$ cat config.mk
export PLATFORM = sky130hd
export DESIGN_NAME = gnss_power_save_sequencer
export DESIGN_NICKNAME = d
export VERILOG_FILES = /design/src/rtl/gnss_pss_pkg.sv /design/src/rtl/ms_tick.sv /design/src/rtl/ms_timer.sv /design/src/rtl/gnss_power_save_sequencer.sv
export SDC_FILE = /design/constraint.sdc
export NUM_CORES = 2
export LEC_CHECK = 0
export BUFFER_PORTS_ARGS = -buffer_cell sky130_fd_sc_hd__buf_2
export CORE_ASPECT_RATIO = 0.7
export CORE_MARGIN = 4
export CORE_UTILIZATION = 56
export CTS_BUF_LIST = sky130_fd_sc_hd__clkbuf_8
export DETAILED_ROUTE_END_ITERATION = 12
export GPL_TIMING_DRIVEN = 0
export PLACE_DENSITY_LB_ADDON = 0.2
export SKIP_CTS_REPAIR_TIMING = 1
export SLEW_MARGIN = 20
export SYNTH_ARGS = -nofsm -noshare
export SYNTH_HDL_FRONTEND = slang
export SYNTH_SLANG_ARGS = --single-unit
$ cat constraint.sdc
create_clock -name ref_clk -period 326.2 [get_ports ref_clk]
set_input_delay 65.24 -clock ref_clk [delete_from_list [all_inputs] [get_ports ref_clk]]
set_output_delay 65.24 -clock ref_clk [all_outputs]
set_load 0.02 [all_outputs]
$ cat src/rtl/gnss_pss_pkg.sv
// shared constants, states and carriers of the power-save sequencer
// assumes a 25 MHz ref_clk and a host that drives config and wake pins
package gnss_pss_pkg;
	// clock and time base
	localparam int CLK_HZ        = 25000000;
	localparam int MS_PER_S      = 1000;
	localparam int CYCLES_PER_MS = CLK_HZ / MS_PER_S;

	// intervals above one week of milliseconds are refused
	localparam logic [31:0] WEEK_MS = 32'h240c8400;

	// no-signal give-up time, printed in seconds
	localparam int          NO_SIGNAL_S  = 15;
	localparam logic [31:0] NO_SIGNAL_MS = 32'(NO_SIGNAL_S * MS_PER_S);

	// orbit data download grid, printed in minutes
	localparam int          ORBIT_GRID_MIN = 30;
	localparam logic [31:0] ORBIT_GRID_MS  =
		32'(ORBIT_GRID_MIN * 60 * MS_PER_S);

	// least extra acquisition time when holding for a time fix
	localparam int          TIME_FIX_EXTRA_S  = 2;
	localparam logic [31:0] TIME_FIX_EXTRA_MS =
		32'(TIME_FIX_EXTRA_S * MS_PER_S);

	// search limit used when the host leaves the maximum at zero
	localparam logic [31:0] AUTO_MAX_SEARCH_MS = 32'h0000ea60;

	// configuration reset values
	localparam logic [31:0] RST_FIX_INTERVAL   = 32'h00000000;
	localparam logic [31:0] RST_RETRY_INTERVAL = 32'h00000000;
	localparam logic [31:0] RST_MIN_SEARCH     = 32'h00000000;
	localparam logic [31:0] RST_MAX_SEARCH     = 32'h00000000;
	localparam logic [31:0] RST_HOLD_TIME      = 32'h00000000;

	typedef enum logic [2:0] {
		ST_ACQUIRE     = 3'h0,
		ST_TRACK       = 3'h1,
		ST_POT         = 3'h3,
		ST_WAIT_FIX    = 3'h2,
		ST_WAIT_SEARCH = 3'h6
	} seq_state_e;

	typedef enum logic [1:0] {
		MODE_CONTINUOUS = 2'h0,
		MODE_CYCLIC     = 2'h1,
		MODE_ON_OFF     = 2'h2
	} operating_mode_e;

	// host configuration, all times in milliseconds
	typedef struct packed {
		operating_mode_e operatingModeSelect;
		logic [31:0]     fixInterval;
		logic [31:0]     retryInterval;
		logic [31:0]     minSearchTime;
		logic [31:0]     maxSearchTime;
		logic [31:0]     trackingHoldTime;
		logic            holdForTimeFix;
		logic            stayAwakeOnNoFix;
		logic            periodicOrbitRefresh;
	} cfg_s;

	// receiver condition flags from the signal processing side
	typedef struct packed {
		logic fixValid;
		logic timeFixValid;
		logic signalGood;
		logic signalsInsufficient;
		logic anySignal;
		logic needMoreTime;
		logic fixLost;
		logic orbitDataLow;
		logic broadcastActive;
		logic downloadDone;
	} rx_status_s;
endpackage

$ cat src/rtl/ms_tick.sv
// millisecond tick divider
// assumes ref_clk runs CYCLES clocks per millisecond
module ms_tick #(
	parameter int CYCLES = gnss_pss_pkg::CYCLES_PER_MS
) (
	input  wire logic ref_clk,
	input  wire logic srst,
	output logic      msTick
);
	import gnss_pss_pkg::*;

	logic [31:0] divCount;

	if (CYCLES < 2) begin : g_chk
		$error("ms_tick needs at least two cycles per tick");
	end

	// one-cycle pulse at the end of each millisecond
	always_ff @(posedge ref_clk) begin
		if (srst || divCount == 32'(CYCLES - 1)) begin
			divCount <= '0;
		end else begin
			divCount <= divCount + 32'h1;
		end
	end

	always_ff @(posedge ref_clk) begin
		msTick <= !srst && divCount == 32'(CYCLES - 1);
	end
endmodule

$ cat src/rtl/ms_timer.sv
// reloadable millisecond down-counter
// assumes load is a one-cycle strobe; a zero load is expired at once
module ms_timer #(
	parameter int W = 32
) (
	input  wire logic         ref_clk,
	input  wire logic         srst,
	input  wire logic         load,
	input  wire logic [W-1:0] loadValue,
	input  wire logic         msTick,
	output logic              expired
);
	logic [W-1:0] remain;

	if (W < 2) begin : g_chk
		$error("ms_timer width too small");
	end

	// counts ticks down, stops at zero
	always_ff @(posedge ref_clk) begin
		if (srst) begin
			remain <= '0;
		end else if (load) begin
			remain <= loadValue;
		end else if (msTick && remain != '0) begin
			remain <= remain - W'(1);
		end
	end

	assign expired = remain == '0;
endmodule

$ cat src/rtl/gnss_power_save_sequencer.sv
// power-save state sequencer: acquisition, tracking, power-optimised
// tracking and two inactive waits, timed on a millisecond grid
// assumes all inputs synchronous to ref_clk; times are ms into the week
//
// Behaviour
// - power-up starts in acquisition
// - fix in time tracks, else await search
// - hold timer starts on tracking entry
// - cyclic: hold expiry enters optimised tracking
// - optimised tracking keeps fixing; zero hold skips
// - weak or lost signal returns to tracking
// - re-enter only when good and hold expired
// - lost fix reacquires; failed acquisition awaits search
// - stay-awake never awaits search, ignores min
// - zero fix interval waits for wake
// - zero retry interval waits for wake
// - downloads run continuous during broadcast windows
// - orbit downloads on 30-minute grid or shortage
// - intervals follow absolute time grid
// - fix interval matters only in on/off
// - intervals over one week are refused
// - minimum search time, then fix or give up
// - hold time precedes optimised tracking or wait
// - time-fix hold adds at least two seconds
// - max search expiry awaits search; zero automatic
// - multi-system operation uses UTC grid
// - no signals gives up after 15 s
// - wake edges request fixes only when inactive
module gnss_power_save_sequencer #(
	parameter int CLK_PER_MS = gnss_pss_pkg::CYCLES_PER_MS
) (
	input  wire logic                     ref_clk,
	input  wire logic                     srst,
	input  wire logic                     cfgWrite,
	input  wire gnss_pss_pkg::cfg_s       cfgIn,
	input  wire gnss_pss_pkg::rx_status_s rxStatus,
	input  wire logic [31:0]              gpsWeekMs,
	input  wire logic [31:0]              utcWeekMs,
	input  wire logic                     multiGnss,
	input  wire logic                     externalWakeInput,
	input  wire logic                     rxLine,
	input  wire logic                     resetInputLow,
	output gnss_pss_pkg::seq_state_e      state,
	output gnss_pss_pkg::cfg_s            cfgActive,
	output logic                          fixEnable,
	output logic                          continuousDownload
);
	import gnss_pss_pkg::*;

	seq_state_e  next_state;
	logic        startPulse;
	logic        msTick;
	logic        extPrev;
	logic        rxPrev;
	logic        rstPrev;
	logic        wakeEvent;
	logic [31:0] gridTime;
	logic        fixGrid;
	logic        retryGrid;
	logic        orbitGrid;
	logic        downloadPending;
	logic        downloadHold;
	logic        fixSeen;
	logic        enterAcq;
	logic        enterTrack;
	logic        holdExpired;
	logic        minExpired;
	logic        maxExpired;
	logic        noSigExpired;
	logic        timeFixExpired;
	logic        minDone;
	logic        acqReady;
	logic        acqFail;
	logic        inactive;
	logic [31:0] maxLimit;

	// true on a tick when the absolute time sits on the period's grid
	function automatic logic gridHit(input logic [31:0] t,
					 input logic [31:0] period);
		gridHit = period != '0 && (t % period) == '0;
	endfunction

	if (CLK_PER_MS < 2) begin : g_chk
		$error("CLK_PER_MS must be at least two");
	end

	ms_tick #(.CYCLES(CLK_PER_MS)) u_tick (
		.ref_clk (ref_clk),
		.srst    (srst),
		.msTick  (msTick)
	);

	// host configuration; interval pair is taken only when both fit
	always_ff @(posedge ref_clk) begin
		if (srst) begin
			cfgActive <= '{MODE_CONTINUOUS, RST_FIX_INTERVAL,
				RST_RETRY_INTERVAL, RST_MIN_SEARCH,
				RST_MAX_SEARCH, RST_HOLD_TIME, 1'b0, 1'b0, 1'b0};
		end else if (cfgWrite) begin
			cfgActive.operatingModeSelect <= cfgIn.operatingModeSelect;
			cfgActive.minSearchTime <= cfgIn.minSearchTime;
			cfgActive.maxSearchTime <= cfgIn.maxSearchTime;
			cfgActive.trackingHoldTime <= cfgIn.trackingHoldTime;
			cfgActive.holdForTimeFix <= cfgIn.holdForTimeFix;
			cfgActive.stayAwakeOnNoFix <= cfgIn.stayAwakeOnNoFix;
			cfgActive.periodicOrbitRefresh <=
				cfgIn.periodicOrbitRefresh;
			if (cfgIn.fixInterval <= WEEK_MS &&
			    cfgIn.retryInterval <= WEEK_MS) begin
				cfgActive.fixInterval <= cfgIn.fixInterval;
				cfgActive.retryInterval <= cfgIn.retryInterval;
			end
		end
	end

	// one cycle after reset, loads acquisition timers and holds the fsm
	always_ff @(posedge ref_clk) begin
		startPulse <= srst;
	end

	// wake edge detectors; inputs are already synchronous
	always_ff @(posedge ref_clk) begin
		if (srst) begin
			extPrev <= 1'b0;
			rxPrev  <= 1'b1;
			rstPrev <= 1'b1;
		end else begin
			extPrev <= externalWakeInput;
			rxPrev  <= rxLine;
			rstPrev <= resetInputLow;
		end
	end

	// any edge of the wake pin or receive line, rising edge of reset pin
	assign wakeEvent = (externalWakeInput ^ extPrev) |
		(rxLine ^ rxPrev) | (resetInputLow & ~rstPrev);

	// grid time base: utc when several systems run together
	assign gridTime  = multiGnss ? utcWeekMs : gpsWeekMs;
	assign fixGrid   = msTick &&
		gridHit(gridTime, cfgActive.fixInterval);
	assign retryGrid = msTick &&
		gridHit(gridTime, cfgActive.retryInterval);
	assign orbitGrid = msTick && cfgActive.periodicOrbitRefresh &&
		gridHit(gridTime, ORBIT_GRID_MS);

	// download request: grid point or too few satellites with orbits;
	// a new request in the clearing cycle wins over the clear
	always_ff @(posedge ref_clk) begin
		if (srst) begin
			downloadPending <= 1'b0;
		end else if (orbitGrid || rxStatus.orbitDataLow) begin
			downloadPending <= 1'b1;
		end else if (rxStatus.downloadDone) begin
			downloadPending <= 1'b0;
		end
	end

	// continuous operation only while the wanted data is broadcast
	assign downloadHold = downloadPending && rxStatus.broadcastActive &&
		(state == ST_TRACK || state == ST_POT);

	always_ff @(posedge ref_clk) begin
		if (srst) begin
			continuousDownload <= 1'b0;
		end else begin
			continuousDownload <= downloadHold;
		end
	end

	// state entries reload the timers that they start
	assign enterAcq = startPulse ||
		(next_state == ST_ACQUIRE && state != ST_ACQUIRE);
	assign enterTrack =
		next_state == ST_TRACK && state != ST_TRACK;
	assign maxLimit = cfgActive.maxSearchTime == '0 ?
		AUTO_MAX_SEARCH_MS : cfgActive.maxSearchTime;

	ms_timer u_hold (
		.ref_clk   (ref_clk),
		.srst      (srst),
		.load      (enterTrack),
		.loadValue (cfgActive.trackingHoldTime),
		.msTick    (msTick),
		.expired   (holdExpired)
	);

	ms_timer u_min (
		.ref_clk   (ref_clk),
		.srst      (srst),
		.load      (enterAcq),
		.loadValue (cfgActive.minSearchTime),
		.msTick    (msTick),
		.expired   (minExpired)
	);

	ms_timer u_max (
		.ref_clk   (ref_clk),
		.srst      (srst),
		.load      (enterAcq),
		.loadValue (maxLimit),
		.msTick    (msTick),
		.expired   (maxExpired)
	);

	// restarts whenever any signal is seen, so it measures silence
	ms_timer u_nosig (
		.ref_clk   (ref_clk),
		.srst      (srst),
		.load      (enterAcq || rxStatus.anySignal),
		.loadValue (NO_SIGNAL_MS),
		.msTick    (msTick),
		.expired   (noSigExpired)
	);

	// extra wait counted from the first fix seen in acquisition
	ms_timer u_timefix (
		.ref_clk   (ref_clk),
		.srst      (srst),
		.load      (state == ST_ACQUIRE && rxStatus.fixValid && !fixSeen),
		.loadValue (TIME_FIX_EXTRA_MS),
		.msTick    (msTick),
		.expired   (timeFixExpired)
	);

	always_ff @(posedge ref_clk) begin
		if (srst || enterAcq) begin
			fixSeen <= 1'b0;
		end else if (state == ST_ACQUIRE && rxStatus.fixValid) begin
			fixSeen <= 1'b1;
		end
	end

	// stay-awake ignores the minimum; device may prolong it
	assign minDone = cfgActive.stayAwakeOnNoFix ||
		(minExpired && !rxStatus.needMoreTime);
	assign acqReady = rxStatus.fixValid && minDone &&
		(!cfgActive.holdForTimeFix ||
		 (rxStatus.timeFixValid && fixSeen &&
		  timeFixExpired));
	assign acqFail = !cfgActive.stayAwakeOnNoFix &&
		cfgActive.operatingModeSelect != MODE_CONTINUOUS &&
		(maxExpired || noSigExpired ||
		 (minDone && rxStatus.signalsInsufficient));
	assign inactive = state == ST_WAIT_FIX || state == ST_WAIT_SEARCH;

	// next-state logic
	always_comb begin
		next_state = state;
		unique case (state)
			ST_ACQUIRE: begin
				if (startPulse) begin
					next_state = ST_ACQUIRE;
				end else if (acqReady) begin
					next_state = ST_TRACK;
				end else if (acqFail) begin
					next_state = ST_WAIT_SEARCH;
				end
			end
			ST_TRACK: begin
				if (rxStatus.fixLost) begin
					next_state = ST_ACQUIRE;
				end else if (holdExpired && !downloadHold) begin
					if (cfgActive.operatingModeSelect == MODE_CYCLIC &&
					    rxStatus.signalGood) begin
						next_state = ST_POT;
					end else if (cfgActive.operatingModeSelect ==
						     MODE_ON_OFF) begin
						next_state = ST_WAIT_FIX;
					end
				end
			end
			ST_POT: begin
				if (!rxStatus.signalGood || rxStatus.fixLost ||
				    downloadHold) begin
					next_state = ST_TRACK;
				end
			end
			ST_WAIT_FIX: begin
				// only on/off mode schedules on the fix grid
				if (wakeEvent || (fixGrid &&
				    cfgActive.operatingModeSelect ==
				    MODE_ON_OFF)) begin
					next_state = ST_ACQUIRE;
				end
			end
			ST_WAIT_SEARCH: begin
				if (wakeEvent || retryGrid) begin
					next_state = ST_ACQUIRE;
				end
			end
			default: next_state = ST_ACQUIRE;
		endcase
	end

	always_ff @(posedge ref_clk) begin
		if (srst) begin
			state <= ST_ACQUIRE;
		end else begin
			state <= next_state;
		end
	end

	// fixes are produced at the navigation rate in both tracking states
	always_ff @(posedge ref_clk) begin
		if (srst) begin
			fixEnable <= 1'b0;
		end else begin
			fixEnable <= next_state == ST_TRACK ||
				next_state == ST_POT;
		end
	end
endmodule

# After elaboration in Yosys (flattened, before gate mapping)
# Index checks and enable logic that the tools add are counted.
dict set report totals {
  regBits 369
  latchBits 0
  mem_bits_rw 0
  romBits 0
  output_inout_bits 170
  wordCells 160
  n_memories 0
}
dict set report op_classes {
  add_sub_neg 6
  mul 0
  div_mod_pow 3
  n_lt_le_gt_ge 2
  n_eq_ne 10
  n_shift 0
  n_mux 25
  n_bitwise 6
  n_reduce_logical 81
}
# op count
set op_table {}
lappend op_table {{32-bit logical NOT} 9}
lappend op_table {{32-bit two-way mux} 8}
lappend op_table {{32-bit nonzero test} 7}
lappend op_table {{32-bit by 1-bit subtractor with 32-bit output, second input constant} 5}
lappend op_table {{32-bit by 30-bit <= comparator with 1-bit output, second input constant} 2}
lappend op_table {{32-bit by 32-bit remainder unit with 32-bit output} 2}
lappend op_table {{32-bit by 1-bit adder with 32-bit output, second input constant} 1}
lappend op_table {{32-bit by 15-bit == test with 1-bit output, second input constant} 1}
lappend op_table {{32-bit by 21-bit remainder unit with 32-bit output, second input constant} 1}
lappend op_table {{1-bit logical AND} 30}
lappend op_table {{3-bit two-way mux} 10}
lappend op_table {{14-bit two-way mux} 2}
lappend op_table {{11-bit two-way mux} 2}
lappend op_table {{1-bit logical OR} 15}
lappend op_table {{3-bit one-hot mux with 5 select lines} 1}
lappend op_table {{2-bit nonzero test} 7}
lappend op_table {{3-bit by 2-bit == test with 1-bit output, second input constant} 3}
lappend op_table {{1-bit logical NOT} 7}
lappend op_table {{3-bit by 1-bit == test with 1-bit output, second input constant} 2}
lappend op_table {{3-bit logical NOT} 2}
lappend op_table {{2-bit OR reduction} 2}
lappend op_table {{3-bit == test, second input constant} 1}
lappend op_table {{3-bit by 1-bit != test with 1-bit output, second input constant} 1}
lappend op_table {{3-bit nonzero test} 1}
lappend op_table {{other kinds (8)} 11}

# Longest topological paths before layout
dict set report depth {
  depth_word 15
  ltp_mapped 679
  depth_no_buf 631
}

# By module
# A second synthesis with hierarchy kept.
dict set report unflattened {
  hier_cells 9447
  hier_area_um2 71274.6
}
# module n_inst cells_per_inst area_each_um2
set modules_own_cells {}
lappend modules_own_cells {gnss_power_save_sequencer 1 8093 59688.5}
lappend modules_own_cells {ms_timer 5 233 1993.2}
lappend modules_own_cells {ms_tick 1 189 1620.3}

# Worst setup path after synthesis
# No wires, ideal clock.
dict set report synth_path {
  path_kind {input -> register}
  from {input port multiGnss}
  to {register u_max.remain[0]}
  arrival_ns 193.603
  required_time_ns 326.072
  path_slack_ns 132.470
  stages 670
  path_buffers 54
  cell_sequence {buf_6 buf_6 buf_8 buf_4 buf_2 a21oi_1 inv_1 ha_1 a21oi_1 a21oi_1 ha_1 o21a_1 nor2_1 nor3_1 mux2i_1 ha_1 o21ai_0 nand2b_1 [... 634 more ...] o21ai_0 nand2b_1 a21oi_1 nor2b_1 o21ai_0 nand2b_1 a21oi_1 xnor2_1 or4b_2 o41a_1 nor4_1 o2111ai_1 a311o_1 o21ai_1 clkbuf_1 clkbuf_1 mux2i_1 nor2_1}
}
dict set report synth_via {
  elab_chain_len 13
}
# element line
set synth_lines {}
lappend synth_lines {{start, declared} gnss_power_save_sequencer.sv:39} ;# input wire logic multiGnss,
lappend synth_lines {{32-bit two-way mux (*)} gnss_power_save_sequencer.sv:139} ;# assign gridTime = multiGnss ? utcWeekMs : gpsWeekMs;
lappend synth_lines {{32-bit by 32-bit remainder unit with 32-bit output} gnss_power_save_sequencer.sv:80} ;# gridHit = period != '0 && (t % period) == '0;
lappend synth_lines {{32-bit logical NOT} gnss_power_save_sequencer.sv:80}
lappend synth_lines {{1-bit logical AND} gnss_power_save_sequencer.sv:80}
lappend synth_lines {{1-bit logical AND} gnss_power_save_sequencer.sv:140} ;# assign fixGrid = msTick &&
lappend synth_lines {{1-bit logical AND} gnss_power_save_sequencer.sv:281} ;# if (wakeEvent || (fixGrid &&
lappend synth_lines {{1-bit logical OR} gnss_power_save_sequencer.sv:281}
lappend synth_lines {{3-bit two-way mux} gnss_power_save_sequencer.sv:281}
lappend synth_lines {{3-bit one-hot mux with 5 select lines (*)} gnss_power_save_sequencer.sv:250} ;# unique case (state)
lappend synth_lines {{3-bit logical NOT (*)} gnss_power_save_sequencer.sv:173} ;# (next_state == ST_ACQUIRE && state != ST_ACQUIRE);
lappend synth_lines {{1-bit logical AND (*)} gnss_power_save_sequencer.sv:173}
lappend synth_lines {{1-bit logical OR (*)} gnss_power_save_sequencer.sv:172} ;# assign enterAcq = startPulse ||
lappend synth_lines {{32-bit two-way mux or 2-bit nonzero test (tied branches)} --}
lappend synth_lines {{end signal, assigned} ms_timer.sv:24} ;# remain <= loadValue;
lappend synth_lines {{end signal, assigned} ms_timer.sv:26} ;# remain <= remain - W'(1);
lappend synth_lines {{end, declared} ms_timer.sv:13} ;# logic [W-1:0] remain;
# Mark *: on every way between the ends. The rest lies on a longest branch, timed or not.
# A chain may end at the register's enable or synchronous reset.

# Final worst setup path
dict set report layout_path {
  from {input port multiGnss}
  to {register u_max.remain[18]}
}
# Same word-level chain as after synthesis.

==> flow_metrics.tcl <==
set metrics [dict create \
    status "complete, no violations" \
    yosys_warnings 0 \
    synth_area_leaders "ha_1 (19%), dfxtp_1 (11%), o21a_1 (9.2%)" \
    path_class "primary input to flop" \
    post_drt_wl_per_cell_um 20.7 \
    rows 107 \
    yosysMostFrequentCell "nor2_1" \
    fmaxAchievable_mhz 4.50 \
    multi_input_area_um2 59600 \
    synth_fa_ha_area_share_pct 19.5 \
    synth_compound_area_share_pct 24.0 \
    min_path_cells 2 \
    yosys-mux-area-fraction_pct 13.4 \
    cts_max_level 2 \
    synth_ff_type "dfxtp_1" \
    cts_max_path_buffers 3 \
    io_buffers 414 \
    start_util_pct 56.5 \
    fillers 11100 \
    syn_to_final_growth_pct 8.53 \
    hp-class "flop to flop" \
    grt_max_degree 32 \
    grt_use_total_pct 34.4 \
    via_per_inst 6.44 \
    ys_types 131 \
    finalHoldViolations 0 \
    setup_tns_ps 0 \
    synthSimpleGateAreaFrac_pct 24.1 \
    clk_pin_slew_worst_paths_ps 60 \
    synth_area_per_cell_um2 7.62 \
    place.gp.congestion 1.01 \
    fp.dieW_um 427 \
    vias 72100 \
    slew_violations 0 \
    die_h_um 301 \
    setup_violations 0 \
    maxSlewHeadroom_pct 20.5 \
    synthXorXnorAreaFrac_pct 5.35 \
    fin_nets 10800 \
    synth_edf_count 0 \
    tightest_slew_ps 1160 \
    dpl.hpwl_um 189000 \
    reg2reg_depth 670 \
    die_area_um2 129000 \
    ys_seq_area_share_pct 10.7 \
    drv_cap 0 \
    worst_ep_required_time_ps 326780 \
    synth_top_area_share_pct 19.4 \
    gr-total-overflow 0 \
    core_um2 122000 \
    ys_top_cells_by_count "nor2_1 (1,168), ha_1 (1,067), nor3_1 (957)" \
    clock_latency_ps 820 \
    cts_root_buf "clkbuf_8" \
    netlist_instances 9028 \
    finalClockSkew_ps 113 \
    layout_min_cycle_time_ps 222020 \
    cp_max_fo 10 \
    cp-end-kind "flop" \
    grt_pass1_wl_um 364000 \
    ant_nets 0 \
    io-pin-count 416 \
    regToRegSetupSlack_ps 166610 \
    cts_tree "yes" \
    hold_slack_ps 458 \
    synth_largest_area_cell "ha_1" \
    wl_um 232000 \
    initialDrtViolationCount 6987 \
    critPathMostFrequentCell "o21a_1" \
    period_share_pct 68.1 \
    seqCellArea_um2 7390 \
    synthArstFlopShare_pct 0 \
    crit_arrival_ps 222610 \
    drc 0 \
    start_kind "primary input" \
    grt_antenna_before_repair 14 \
    slowest_stage "a2111oi_1" \
    firstDrtPassIters 6 \
    cts_buffers 59 \
    grt_pass1_vias 66900 \
    rsz0062_at_grt "false" \
    synth_nets 10300 \
    synth_top_family_by_area "simple AND/OR/NAND/NOR gates" \
    synth_area_um2 68800 \
    ys_ff_latch 369 \
    cp_slowest_stage_delay_ps 780 \
    cts.sinks 369 \
    drive_gt1_share_pct 13.3 \
]
cell type report:
cell class,instances,area share (%)
Antenna cell,7,0.0234
Clock buffer,71,1.31
Tap cell,1635,2.74
Timing Repair Buffer,429,3.11
Clock inverter,38,0.507
Multi-Input combinational cell,8164,79.8
Inverter,221,1.11
Sequential cell,369,9.89
Buffer,274,1.53
critical path, delay by kind of cell:
kind,cells,cell delay (ps)
compound gates,494,105350
fa+ha+maj,32,10080
buf+inv,63,26970
mux,21,6210
simple gates,60,8490
worst paths after layout:
check / start / endpoint
worst max-delay path: multiGnss / u_max.remain[18]$_SDFFE_PP0P_
worst min-delay path: u_nosig.remain[26]$_SDFFE_PP0P_ / u_nosig.remain[26]$_SDFFE_PP0P_
worst max register to register: cfgActive[159]$_SDFFE_PP0P_ / u_max.remain[18]$_SDFFE_PP0P_
worst min register to register: u_nosig.remain[26]$_SDFFE_PP0P_ / u_nosig.remain[26]$_SDFFE_PP0P_
registers in the layout, summed over array words and instances (netlist names):
name,count
u_hold.remain,32
u_timefix.remain,32
cfgActive,165
u_min.remain,32
rstPrev,1
rxPrev,1
fixEnable,1
state,3
extPrev,1
fixSeen,1
u_tick.msTick,1
downloadPending,1
u_tick.divCount,32
u_nosig.remain,32
startPulse,1
u_max.remain,32
continuousDownload,1
per-stage QoR:
stage	utilization [%]	cell area, um2	cells	setup WS, ps
after detailed placement	60.2	73300	11100	107730
after global routing	61.3	74700	11200	95040
after CTS	61.3	74700	11200	107620
after global placement	59.9	73000	11100	108970
after floorplan	-	68800	9028	132470
final	61.3	74700	11200	104180
cells by family after synthesis:
group                    after synthesis
flip-flops                           369
buffers and inverters                495
AND/OR/NAND/NOR                     3505
multiplexers                         856
adder cells (fa/ha/maj)             1072
AO/OA/AOI/OAI                       2314
XOR/XNOR                             417
layout by cell type (no fill, tap or decap), types with 46 or more instances in the layout:
master / n
a21o_1: 165
a21oi_1: 334
a31oi_1: 46
and2_1: 53
buf_1: 55
buf_2: 436
clkbuf_1: 182
clkbuf_8: 71
dfxtp_1: 369
ha_1: 1067
inv_1: 204
mux2_2: 509
mux2i_1: 329
nand2_1: 551
nand2b_1: 87
nand3_1: 106
nand4_1: 153
nor2_1: 1168
nor2b_1: 57
nor3_1: 957
nor4_1: 113
o21a_1: 847
o21ai_0: 213
o31ai_1: 287
or2_2: 54
or3_1: 50
xnor2_1: 251
xor2_1: 162
layer usage:
| metal | part of all wire, % | GRT usage [%] | vias to the layer above |
|---|---|---|---|
| li1 | - | - | 35100 |
| met1 | 48 | 51.3 | 34100 |
| met2 | 39 | 49.3 | 2635 |
| met3 | 9.1 | 6.25 | 321 |
| met4 | 3.4 | 11.0 | 14 |
| met5 | 0.13 | 0 | - |
Power is left out: the tool's default activity adds up to more than one toggle a clock period on the data nets, which glitch-free logic cannot reach.
